**src/shared/pwi_defs.svh**
```systemverilog
// offsets, field positions, reset values and sizes of the port register set
`ifndef PWI_DEFS_SVH
`define PWI_DEFS_SVH

`define PWI_NPORT        7
`define PWI_PORT_FIRST   4'h1
`define PWI_PORT_LAST    4'h7
`define PWI_SGMII_PORT   4'h7
`define PWI_PHY_PORTS    7'h1F

`define PWI_OFS_TAG_HI   12'h000
`define PWI_OFS_TAG_LO   12'h001
`define PWI_OFS_WK_FLAG  12'h013
`define PWI_OFS_WK_EN    12'h017
`define PWI_OFS_INT_STAT 12'h01B
`define PWI_OFS_INT_MASK 12'h01F

`define PWI_TAG_HI_RST   8'h00
`define PWI_TAG_LO_RST   8'h01

`define PWI_WK_MAGIC     2
`define PWI_WK_LINK      1
`define PWI_WK_ENERGY    0
`define PWI_WK_W         3

`define PWI_IS_AN        3
`define PWI_IS_PHY       1
`define PWI_IS_ACL       0
`define PWI_MASK_W       4
`define PWI_MASK_RW      4'hB

`define PWI_MAC_W        48

`endif

```
**src/shared/pwi_pkg.sv**
```systemverilog
// state types of the port wake and interrupt register set
`default_nettype none
`include "pwi_defs.svh"

package pwi_pkg;

  typedef struct packed {
    logic [7:0]               tag_hi;
    logic [7:0]               tag_lo;
    logic [`PWI_WK_W-1:0]     wflag;
    logic [`PWI_WK_W-1:0]     wen;
    logic [`PWI_MASK_W-1:0]   mask;
    logic                     an;
    logic                     phy;
    logic                     access_list;
  } pwi_port_st_t;

  typedef struct packed {
    logic [7:0]               rdata;
    logic                     rvalid;
    logic                     wake;
    logic [`PWI_NPORT-1:0]    irq;
  } pwi_top_st_t;

endpackage
`default_nettype wire

```
**src/rtl/pwi_port.sv**
```systemverilog
// one port's copy of the tag, wake event and interrupt registers
`timescale 1ns/100ps
`default_nettype none
`include "pwi_defs.svh"

module pwi_port #(
  parameter bit HAS_PHY   = 1'b1,
  parameter bit HAS_SGMII = 1'b0
) (
  input  wire logic        sys_clk,
  input  wire logic        rst_b,
  input  wire logic        wr_stb,
  input  wire logic [11:0] wr_ofs,
  input  wire logic [7:0]  wr_data,
  input  wire logic        magic_hit,
  input  wire logic        link_up_det,
  input  wire logic        energy_det,
  input  wire logic        an_done,
  input  wire logic        phy_irq,
  input  wire logic        acl_irq,
  output logic      [7:0]  tag_hi_img,
  output logic      [7:0]  tag_lo_img,
  output logic      [7:0]  wflag_img,
  output logic      [7:0]  wen_img,
  output logic      [7:0]  stat_img,
  output logic      [7:0]  mask_img,
  output logic             wake_req,
  output logic             int_req
);

  pwi_pkg::pwi_port_st_t q;
  pwi_pkg::pwi_port_st_t d;
  logic [`PWI_WK_W-1:0]  en_ok;

  // link and energy events only exist where a phy is integrated
  assign en_ok = HAS_PHY ? 3'h7 : 3'h4;

  always_comb begin
    d     = q;
    d.an  = HAS_SGMII & an_done;
    d.phy = HAS_PHY & phy_irq;
    if (wr_stb) begin
      case (wr_ofs)
        `PWI_OFS_TAG_HI: begin
          d.tag_hi = wr_data;
        end
        `PWI_OFS_TAG_LO: begin
          d.tag_lo = wr_data;
        end
        `PWI_OFS_WK_FLAG: begin
          d.wflag = q.wflag & ~wr_data[`PWI_WK_W-1:0];
        end
        `PWI_OFS_WK_EN: begin
          d.wen = wr_data[`PWI_WK_W-1:0] & en_ok;
        end
        `PWI_OFS_INT_MASK: begin
          d.mask = wr_data[`PWI_MASK_W-1:0] & `PWI_MASK_RW;
          // a change of the mask bit is the only way to drop the flag
          if (wr_data[`PWI_IS_ACL] != q.mask[`PWI_IS_ACL]) begin
            d.access_list = 1'b0;
          end
        end
        default: begin
          d.tag_hi = q.tag_hi;
        end
      endcase
    end
    // sets come last so an event in the clearing cycle is kept
    if (magic_hit) begin
      d.wflag[`PWI_WK_MAGIC] = 1'b1;
    end
    if (HAS_PHY && link_up_det) begin
      d.wflag[`PWI_WK_LINK] = 1'b1;
    end
    if (HAS_PHY && energy_det) begin
      d.wflag[`PWI_WK_ENERGY] = 1'b1;
    end
    if (acl_irq) begin
      d.access_list = 1'b1;
    end
  end

  always_ff @(posedge sys_clk) begin
    if (!rst_b) begin
      q        <= '0;
      q.tag_hi <= `PWI_TAG_HI_RST;
      q.tag_lo <= `PWI_TAG_LO_RST;
    end else begin
      q <= d;
    end
  end

  assign tag_hi_img = q.tag_hi;
  assign tag_lo_img = q.tag_lo;
  assign wflag_img  = {5'h00, q.wflag};
  assign wen_img    = {5'h00, q.wen};
  assign stat_img   = {4'h0, q.an, 1'b0, q.phy, q.access_list};
  assign mask_img   = {4'h0, q.mask};
  assign wake_req   = |(q.wflag & q.wen);
  assign int_req    = |(stat_img[`PWI_MASK_W-1:0] & ~q.mask);

endmodule
`default_nettype wire

```
**src/rtl/pwi_regs.sv**
```systemverilog
// per-port default tag, wake event and port interrupt register set
// What this block does
// - one register copy per port, port chosen by upper address digit, ports 1-7
// - tag high byte holds pcp, dei and vid 11:8, reset 0x00
// - tag low byte holds vid 7:0, read/write, reset 0x01
// - wake packet counts only if its destination equals the switch mac
// - wake packet flag bit 2 sets on detection, write-one clears it
// - link-up flag bit 1 sets on phy ports, cleared by write
// - energy flag bit 0 sets on phy ports, cleared by write
// - wake packet drives the wake output only while enable bit 2 is set
// - link-up drives the wake output only while enable bit 1 is set
// - energy drives the wake output only while enable bit 0 is set
// - status bit 3 shows sgmii negotiation done, port 7 only, read-only
// - status bit 1 summarises phy interrupts on phy ports, read-only
// - status bit 0 sets on an access-list counter interrupt, every port
// - access-list status clears when its mask bit is toggled
// - mask bits 3,1,0 gate status; zero enables; reset zero
`timescale 1ns/100ps
`default_nettype none
`include "pwi_defs.svh"

module pwi_regs #(
  parameter int              NUM_PORTS = `PWI_NPORT,
  parameter logic [`PWI_NPORT-1:0] PHY_PORTS = `PWI_PHY_PORTS
) (
  input  wire logic                  sys_clk,
  input  wire logic                  rst_b,
  input  wire logic [15:0]           reg_addr,
  input  wire logic                  reg_wr,
  input  wire logic                  reg_rd,
  input  wire logic [7:0]            reg_wdata,
  output logic      [7:0]            reg_rdata,
  output logic                       reg_rvalid,
  input  wire logic [`PWI_MAC_W-1:0] switch_mac,
  input  wire logic [NUM_PORTS-1:0]  magic_seen,
  input  wire logic [`PWI_MAC_W-1:0] magic_da [NUM_PORTS],
  input  wire logic [NUM_PORTS-1:0]  link_up_det,
  input  wire logic [NUM_PORTS-1:0]  energy_det,
  input  wire logic                  an_done,
  input  wire logic [NUM_PORTS-1:0]  phy_irq,
  input  wire logic [NUM_PORTS-1:0]  acl_irq,
  output logic                       wake_event_output,
  output logic      [NUM_PORTS-1:0]  port_irq
);

  // the state struct is sized by the header, so the count is fixed
  if (NUM_PORTS != `PWI_NPORT) begin : g_bad_ports
    $error("pwi_regs: NUM_PORTS must match the register map");
  end

  pwi_pkg::pwi_top_st_t q;
  pwi_pkg::pwi_top_st_t d;

  logic [3:0]           port_sel;
  logic [11:0]          ofs;
  logic                 port_ok;
  logic [NUM_PORTS-1:0] wr_stb;
  logic [NUM_PORTS-1:0] magic_hit;
  logic [NUM_PORTS-1:0] wake_req;
  logic [NUM_PORTS-1:0] int_req;
  logic [7:0]           tag_hi_img [NUM_PORTS];
  logic [7:0]           tag_lo_img [NUM_PORTS];
  logic [7:0]           wflag_img  [NUM_PORTS];
  logic [7:0]           wen_img    [NUM_PORTS];
  logic [7:0]           stat_img   [NUM_PORTS];
  logic [7:0]           mask_img   [NUM_PORTS];

  assign port_sel = reg_addr[15:12];
  assign ofs      = reg_addr[11:0];
  assign port_ok  = (port_sel >= `PWI_PORT_FIRST) &&
                    (port_sel <= `PWI_PORT_LAST);

  for (genvar i = 0; i < NUM_PORTS; i++) begin : g_port
    // port numbers start at one, array index at zero
    assign wr_stb[i]    = reg_wr && port_ok &&
                          (port_sel == 4'(i + 1));
    assign magic_hit[i] = magic_seen[i] &&
                          (magic_da[i] == switch_mac);

    pwi_port #(
      .HAS_PHY   (PHY_PORTS[i]),
      .HAS_SGMII (4'(i + 1) == `PWI_SGMII_PORT)
    ) u_port (
      .sys_clk     (sys_clk),
      .rst_b       (rst_b),
      .wr_stb      (wr_stb[i]),
      .wr_ofs      (ofs),
      .wr_data     (reg_wdata),
      .magic_hit   (magic_hit[i]),
      .link_up_det (link_up_det[i]),
      .energy_det  (energy_det[i]),
      .an_done     (an_done),
      .phy_irq     (phy_irq[i]),
      .acl_irq     (acl_irq[i]),
      .tag_hi_img  (tag_hi_img[i]),
      .tag_lo_img  (tag_lo_img[i]),
      .wflag_img   (wflag_img[i]),
      .wen_img     (wen_img[i]),
      .stat_img    (stat_img[i]),
      .mask_img    (mask_img[i]),
      .wake_req    (wake_req[i]),
      .int_req     (int_req[i])
    );
  end

  // read data is registered; unmapped offsets and ports read as zero
  always_comb begin
    d        = q;
    d.rvalid = reg_rd;
    d.rdata  = 8'h00;
    if (reg_rd && port_ok) begin
      for (int k = 0; k < NUM_PORTS; k++) begin
        if (port_sel == 4'(k + 1)) begin
          case (ofs)
            `PWI_OFS_TAG_HI:   d.rdata = tag_hi_img[k];
            `PWI_OFS_TAG_LO:   d.rdata = tag_lo_img[k];
            `PWI_OFS_WK_FLAG:  d.rdata = wflag_img[k];
            `PWI_OFS_WK_EN:    d.rdata = wen_img[k];
            `PWI_OFS_INT_STAT: d.rdata = stat_img[k];
            `PWI_OFS_INT_MASK: d.rdata = mask_img[k];
            default:           d.rdata = 8'h00;
          endcase
        end
      end
    end
    d.wake = |wake_req;
    d.irq  = int_req;
  end

  always_ff @(posedge sys_clk) begin
    if (!rst_b) begin
      q <= '0;
    end else begin
      q <= d;
    end
  end

  assign reg_rdata         = q.rdata;
  assign reg_rvalid        = q.rvalid;
  assign wake_event_output = q.wake;
  assign port_irq          = q.irq;

  for (genvar i = 0; i < NUM_PORTS; i++) begin : g_chk

  end
endmodule
`default_nettype wire

```
**config.mk**
```make
export PLATFORM = sky130hd
export DESIGN_NAME = pwi_regs
export DESIGN_NICKNAME = d
export VERILOG_FILES = /design/src/shared/pwi_pkg.sv /design/src/rtl/pwi_port.sv /design/src/rtl/pwi_regs.sv
export VERILOG_INCLUDE_DIRS = /design/src /design/src/shared
export SDC_FILE = /design/constraint.sdc
export NUM_CORES = 1
export LEC_CHECK = 0
export BUFFER_PORTS_ARGS = -buffer_cell sky130_fd_sc_hd__buf_4
export CAP_MARGIN = 10
export CORE_MARGIN = 3
export CORE_UTILIZATION = 45
export DETAILED_ROUTE_END_ITERATION = 12
export PLACE_DENSITY = 0.73
export SLEW_MARGIN = 20
export SYNTH_ARGS = -nofsm -noshare
export SYNTH_HDL_FRONTEND = slang
export SYNTH_SLANG_ARGS = --single-unit
```
**constraint.sdc**
```tcl
create_clock -name sys_clk -period 6.5 [get_ports sys_clk]
set_input_delay 0.975 -clock sys_clk [delete_from_list [all_inputs] [get_ports sys_clk]]
set_output_delay 0.975 -clock sys_clk [all_outputs]
set_load 0.05 [all_outputs]
```
* Word level (Yosys, flattened, before mapping)
Index checks and enable logic that the tools add are counted.
Storage, ports and cells: register bits 201, latch bits 0, memory bits (writable) 0, bits in read-only memories 0, bits of input ports 448, output and inout port bits 17, logic and storage cells 344, memories kept 0
Cells by class: $add $sub $neg 0, $mul 0, divide/modulo/power cells 0, order comparisons 2, equal/unequal tests 26, shifts and indexed selects 0, muxes and demuxes 87, bitwise operators 29, reduce and logical (&&, ||, !) cells 136
Operators with widths (number):
- 48-bit equality test | 7
- 8-bit one-hot mux with 6 select lines | 7
- 2-bit nonzero test | 55
- 2-bit AND reduction | 48
- 10-bit 2-to-1 mux | 7
- 8-bit 2-to-1 mux | 7
- 12-bit by 5-bit equality test with 1-bit output (second input constant) | 4
- 1-bit 2-to-1 mux | 45
- 3-bit AND | 14
- 3-bit 2-to-1 mux | 14
- 4-bit AND | 7
- 4-bit 2-to-1 mux | 7
- 4-bit inverter | 7
- 4-bit OR reduction | 7
- 3-bit AND reduction | 7
- 21-bit OR reduction | 1
- 1-bit logical AND | 17
- 4-bit by 3-bit equality test with 1-bit output (second input constant) | 4
- 12-bit by 1-bit equality test with 1-bit output (second input constant) | 1
- 12-bit logical NOT | 1
- 4-bit by 2-bit equality test with 1-bit output (second input constant) | 2
- 1-bit != test | 7
- 4-bit by 1-bit equality test with 1-bit output (second input constant) | 1
- 4-bit by 1-bit >= comparator with 1-bit output (second input constant) | 1
- other kinds (2) | 2

* Longest topological paths before layout
word-level depth 9, gate-level depth with buffers 9, mapped depth without buffers 6

* Cells and area by module
A second synthesis with hierarchy kept.
Second synthesis, totals: cells, all modules 1976, area total of the unflattened synthesis 16512.1 sq um
By module, submodules not included:
- pwi_regs | times used 1, cells each 995, area an instance 7573.5 sq um, sequential area each 340.3 sq um
- pwi_port (g_port[0].u_port ...) | times used 5, cells each 143, area an instance 1303.8 sq um, sequential area each 540.5 sq um
- pwi_port (g_port[6].u_port) | times used 1, cells each 135, area an instance 1224.9 sq um, sequential area each 500.5 sq um
- pwi_port (g_port[5].u_port) | times used 1, cells each 131, area an instance 1194.9 sq um, sequential area each 480.5 sq um

* Worst setup path after synthesis
OpenSTA, ideal clock, no wires.
path type input to register, from input port reg_addr[10], to register q (netlist bit reg_rdata[1]), setup time 0.061 ns, arrival 2.844 ns, data required time 6.439 ns, path slack 3.595 ns, cell stages on the path 8, path buffers 2, cells stage by stage or4_4 > buf_6 > or3_4 > buf_6 > o21ai_4 > o22ai_2 > a2111oi_4 > a32o_1
On the way: cells in the longest elaborated chain, start to end 9, elaborated cells between the ends (all ways) 20, classes of those cells eq/ne: 5; mux: 14; reduce/logical: 1
Ends and longest elaborated chain:
- start: declaration | RTL line pwi_regs.sv:28 | input wire logic [15:0] reg_addr,
- 12-bit by 5-bit equality test with 1-bit output (tied with other cells) | RTL line pwi_regs.sv:114 | case (ofs)
- 8-bit one-hot mux with 6 select lines | RTL line pwi_regs.sv:114
- 8-bit 2-to-1 mux (6 in a row) | RTL line pwi_regs.sv:113 | if (port_sel == 4'(k + 1)) begin
- 8-bit 2-to-1 mux (*) | RTL line pwi_regs.sv:113
- end signal: assignment | RTL line pwi_regs.sv:132 | q <= '0;
- end signal: assignment | RTL line pwi_regs.sv:134 | q <= d;
- end: declaration | RTL line pwi_regs.sv:51 | pwi_pkg::pwi_top_st_t q;
Mark *: on every way between the ends. The rest lies on a longest branch, timed or not. A chain may end at the register's enable or synchronous reset.

* Final worst setup path
from input port reg_addr[2], to register g_port[4].u_port.q (netlist bit g_port[4].u_port.tag_hi_img[2])
On the way: cells in the longest elaborated chain, start to end 2
Ends and longest elaborated chain:
- 12-bit logical NOT | RTL line pwi_port.sv:43 | case (wr_ofs)
- 2-bit AND reduction (no line)
- end: declaration | RTL line pwi_port.sv:31 | pwi_pkg::pwi_port_st_t q;
Every way passes these cells.

==> tab_implementation.tex <==
\begin{tabular}{lr}
\hline
Metric & Value \\
\hline
\multicolumn{2}{l}{\textbf{Run status}} \\
\quad Status & completed \\
\multicolumn{2}{l}{\textbf{Synth}} \\
\quad Netlist area before placement & 13700 µm² \\
\quad Number of flops mapped to enable cells by yosys & 0 \\
\quad Synthesis Warnings & 0 \\
\quad Primary FF master, synth & dfxtp\_1 \\
\quad Number of standard cells after synthesis & 1654 \\
\quad Syn\_area\_per\_cell & 8.27 µm² \\
\quad Count of cell types in the netlist & 71 \\
\quad Synth async-reset ratio & 0\% \\
\quad Count of state elements after synthesis & 201 \\
\quad Nets in the synthesized netlist & 2102 \\
\quad Sequential share of the synthesized area & 29.4\% \\
\multicolumn{2}{l}{\textbf{Global route}} \\
\quad Met3 global-route usage & 11.4\% \\
\quad Global-route wire length before repair & 101000 µm \\
\quad GRT Max-Usage Layer & met2 \\
\quad Pin count of the biggest net entering global routing & 194 \\
\quad Grt ovf & 0 \\
\quad Met2 track demand over resource in global routing & 64.6\% \\
\quad Initial antenna violation count & 5 \\
\quad GR met1 Demand/Resource & 57.7\% \\
\quad Aggregate global-route resource usage & 41.9\% \\
\quad Vias in the first global route & 14400 \\
\multicolumn{2}{l}{\textbf{Clock network}} \\
\quad Clk slew on worst S/H paths & 0.06 ns \\
\quad H-Tree Depth & 1 \\
\quad Clock root buffer & clkbuf\_16 \\
\quad Post-CTS setup buffers & 0 \\
\quad Worst-case clock buffer depth & 3 \\
\quad Worst-skew pair later-pin latency & 0.50 ns \\
\quad CTS Buf Count & 21 \\
\quad Clk sink count & 201 \\
\quad Resized Gates After CTS & 0 \\
\quad CTS tree & built \\
\quad Cts-stage hold buffer count & 0 \\
\multicolumn{2}{l}{\textbf{Floorplan}} \\
\quad Horiz. Die Dim & 180 µm \\
\quad Top Ports & 465 \\
\quad Die Ht & 180 µm \\
\quad Initial standard-cell utilization of the core & 45.9\% \\
\quad Rows & 63 \\
\quad Area of the core & 29800 µm² \\
\quad DIE AREA & 32500 µm² \\
\multicolumn{2}{l}{\textbf{Timing}} \\
\quad Period Utilization, post-route & 59.5\% \\
\quad Setup repair after global routing missed its margin & no \\
\quad Accumulated negative setup slack & 0 ns \\
\quad Number of setup violations in the final report & 0 \\
\quad Final slew viol count & 0 \\
\quad Hold violation count in the final report & 0 \\
\quad Final hold slack & 0.449 ns \\
\quad Minimum clock period after layout & 3.87 ns \\
\quad Transition time of the tightest slew-check pin & 1.11 ns \\
\quad Worst rel slew slack & 25.4\% \\
\quad Max Freq & 258 MHz \\
\quad Final setup skew & 0.00747 ns \\
\multicolumn{2}{l}{\textbf{Power}} \\
\quad Power share of the clock group & 37.9\% \\
\quad Internal Power & 2.31 mW \\
\quad NetSw & 0.926 mW \\
\quad Gate power share & 23.3\% \\
\quad Switching part of the total power & 28.6\% \\
\quad Leakage power of the design & 6.99 nW \\
\quad Reg power frac & 38.8\% \\
\quad Largest voltage drop on the vdd net & 0.000149 V \\
\quad Pwr Density & 181 nW/µm² \\
\multicolumn{2}{l}{\textbf{Placed design}} \\
\quad Detail Placement HPWL & 57600 µm \\
\quad Global placer's final weighted congestion & 1.00 \\
\quad Number of input and output port buffers inserted & 458 \\
\multicolumn{2}{l}{\textbf{Routing}} \\
\quad Total via count after detailed routing & 15100 \\
\quad Pre-Repair DR Iteration Count & 8 \\
\quad Number of DRC violations after detailed routing & 0 \\
\quad Average wire per standard cell & 30.1 µm \\
\quad Number of routed nets with antenna violations & 0 \\
\quad Via density per instance & 6.28 \\
\quad Iteration-0 DRC Markers & 2169 \\
\quad Total detailed-routing wirelength & 72500 µm \\
\multicolumn{2}{l}{\textbf{Final layout}} \\
\quad Number of fillers in the final layout & 2679 \\
\quad Fraction of layout cells with a size suffix above 1 & 27.0\% \\
\quad Area taken by flip-flops and latches & 4020 µm² \\
\quad Area Growth Syn to Fin & 30.4\% \\
\quad Area of combinational cells with multiple inputs & 8900 µm² \\
\quad Final net count & 2453 \\
\multicolumn{2}{l}{\textbf{Run}} \\
\quad Maximum Capacitance Violations & 0 \\
\multicolumn{2}{l}{\textbf{Setup path}} \\
\quad Largest fanout on the critical path & 31 \\
\quad Crit path required time & 6.88 ns \\
\quad Type of origin of the critical path & input port \\
\quad Critical Path End Type & register \\
\quad Critical path type & in -> reg \\
\quad Arrival time worst endpoint & 4.25 ns \\
\multicolumn{2}{l}{\textbf{Hold path}} \\
\quad Path class of the lowest-slack min-delay path & reg -> reg \\
\hline
\end{tabular}
state kept, by name (all words and copies together) (netlist names):
| name | flops |
|---|---|
| g_port.u_port.mask_img | 21 |
| g_port.u_port.stat_img | 13 |
| g_port.u_port.tag_hi_img | 56 |
| g_port.u_port.tag_lo_img | 56 |
| g_port.u_port.wen_img | 17 |
| g_port.u_port.wflag_img | 21 |
| port_irq | 7 |
| reg_rdata | 8 |
| reg_rvalid | 1 |
| wake_event_output | 1 |
placed cells by master (no fill, tap or decap), drive strengths merged, types with 14 or more instances in the layout:
cell    count
buf       463
dfxtp     201
nand2     167
xor2      152
xnor2     132
a21boi    119
o21ai      98
mux2i      69
inv        63
nor4       60
nand3      57
nand4      46
nor2b      40
nor2       37
o22ai      34
clkbuf     32
o21a       27
a21oi      22
mux2       19
and2       14
synthesized netlist by cell type (all sizes together), types with 7 or more instances:
cell type / n / area [µm²]
clkbuf: 113 / 424
nor2b: 40 / 250
o22ai: 34 / 219
mux2: 19 / 214
a22oi: 12 / 90.1
xnor2: 132 / 1160
a22o: 8 / 70.1
a2111oi: 8 / 95.1
o2bb2ai: 7 / 61.3
dfxtp: 201 / 4020
nor2: 37 / 176
a21boi: 119 / 893
nor3: 13 / 98.9
o21a: 27 / 203
inv: 62 / 233
nor4: 60 / 382
xor2: 152 / 1330
buf: 23 / 131
a31oi: 8 / 50.1
o21ai: 98 / 502
nand3: 57 / 295
nand4: 46 / 288
nand2b: 12 / 75.1
mux2i: 69 / 691
mux4: 7 / 158
a221oi: 13 / 114
nand2: 167 / 629
a222oi: 7 / 70.1
a21oi: 22 / 110
and2: 14 / 87.6
per-stage QoR:
step	worst slack [ns]	utilization, %	std cells	instance area (µm²)	power, mW
detailed placement	2.21	57.5	2372	17100	2.01
global route	2.51	59.8	2410	17800	3.31
finish	2.63	59.9	2412	17800	3.23
global placement	2.26	57.5	2372	17100	2.00
floorplan	3.59	-	1654	13700	1.61
CTS	2.72	59.8	2409	17800	3.21
power by group through the flow:
stage               sequential (mW)  combinational (mW)  clock, mW
floorplan                      1.29               0.320          0
global placement               1.28               0.721          0
detailed placement             1.28               0.724          0
CTS                            1.25               0.728       1.23
global route                   1.26               0.776       1.28
finish                         1.26               0.753       1.23
worst max-delay path, cell delays in order:
cell and delay (ns):
buf_4 0.22, or4_1 0.89, or3_4 0.58, nor2_4 0.72
nand3_2 0.49, mux2i_1 0.28, nor2b_1 0.06
cell type report:
cell class	count	area share, %
Sequential cell	201	22.6
Antenna cell	3	0.0421
Clock buffer	31	3.38
Inverter	63	1.33
Tap cell	390	2.74
Timing Repair Buffer	464	19.6
Multi-Input combinational cell	1254	49.9
Clock inverter	6	0.491
worst paths after layout:
| kind | startpoint | end | slack [ns] | depth (start not counted) |
|---|---|---|---|---|
| max | reg_addr[2] | g_port[4].u_port.tag_hi_img[2]$_SDFFE_PN0P_ | 2.63 | 7 |
| min | g_port[6].u_port.wflag_img[0]$_SDFFE_PN0P_ | g_port[6].u_port.wflag_img[0]$_SDFFE_PN0P_ | 0.45 | 2 |
| max reg2reg | g_port[4].u_port.wflag_img[0]$_SDFFE_PN0P_ | reg_rdata[0]$_SDFF_PN0_ | 4.24 | 6 |
| min reg2reg | g_port[6].u_port.wflag_img[0]$_SDFFE_PN0P_ | g_port[6].u_port.wflag_img[0]$_SDFFE_PN0P_ | 0.45 | 2 |
layer usage:
metal | part of all wire, % | wire [µm]
met1 | 40 | 28700
met2 | 43 | 31400
met3 | 13 | 9640
met4 | 3.7 | 2710
met5 | 0.050 | 36
cell families (layout without fill, tap and decap cells):
family / Yosys count / in the layout / synth area share, %
buf+inv: 199 / 564 / 5.79
mux: 95 / 95 / 7.76
flops: 201 / 201 / 29.4
compound gates: 399 / 399 / 20.4
other cells: 0 / 3 / 0
simple gates: 476 / 476 / 18.4
xor+xnor: 284 / 284 / 18.2
No activity file was read; power rests on OpenSTA's default activity.
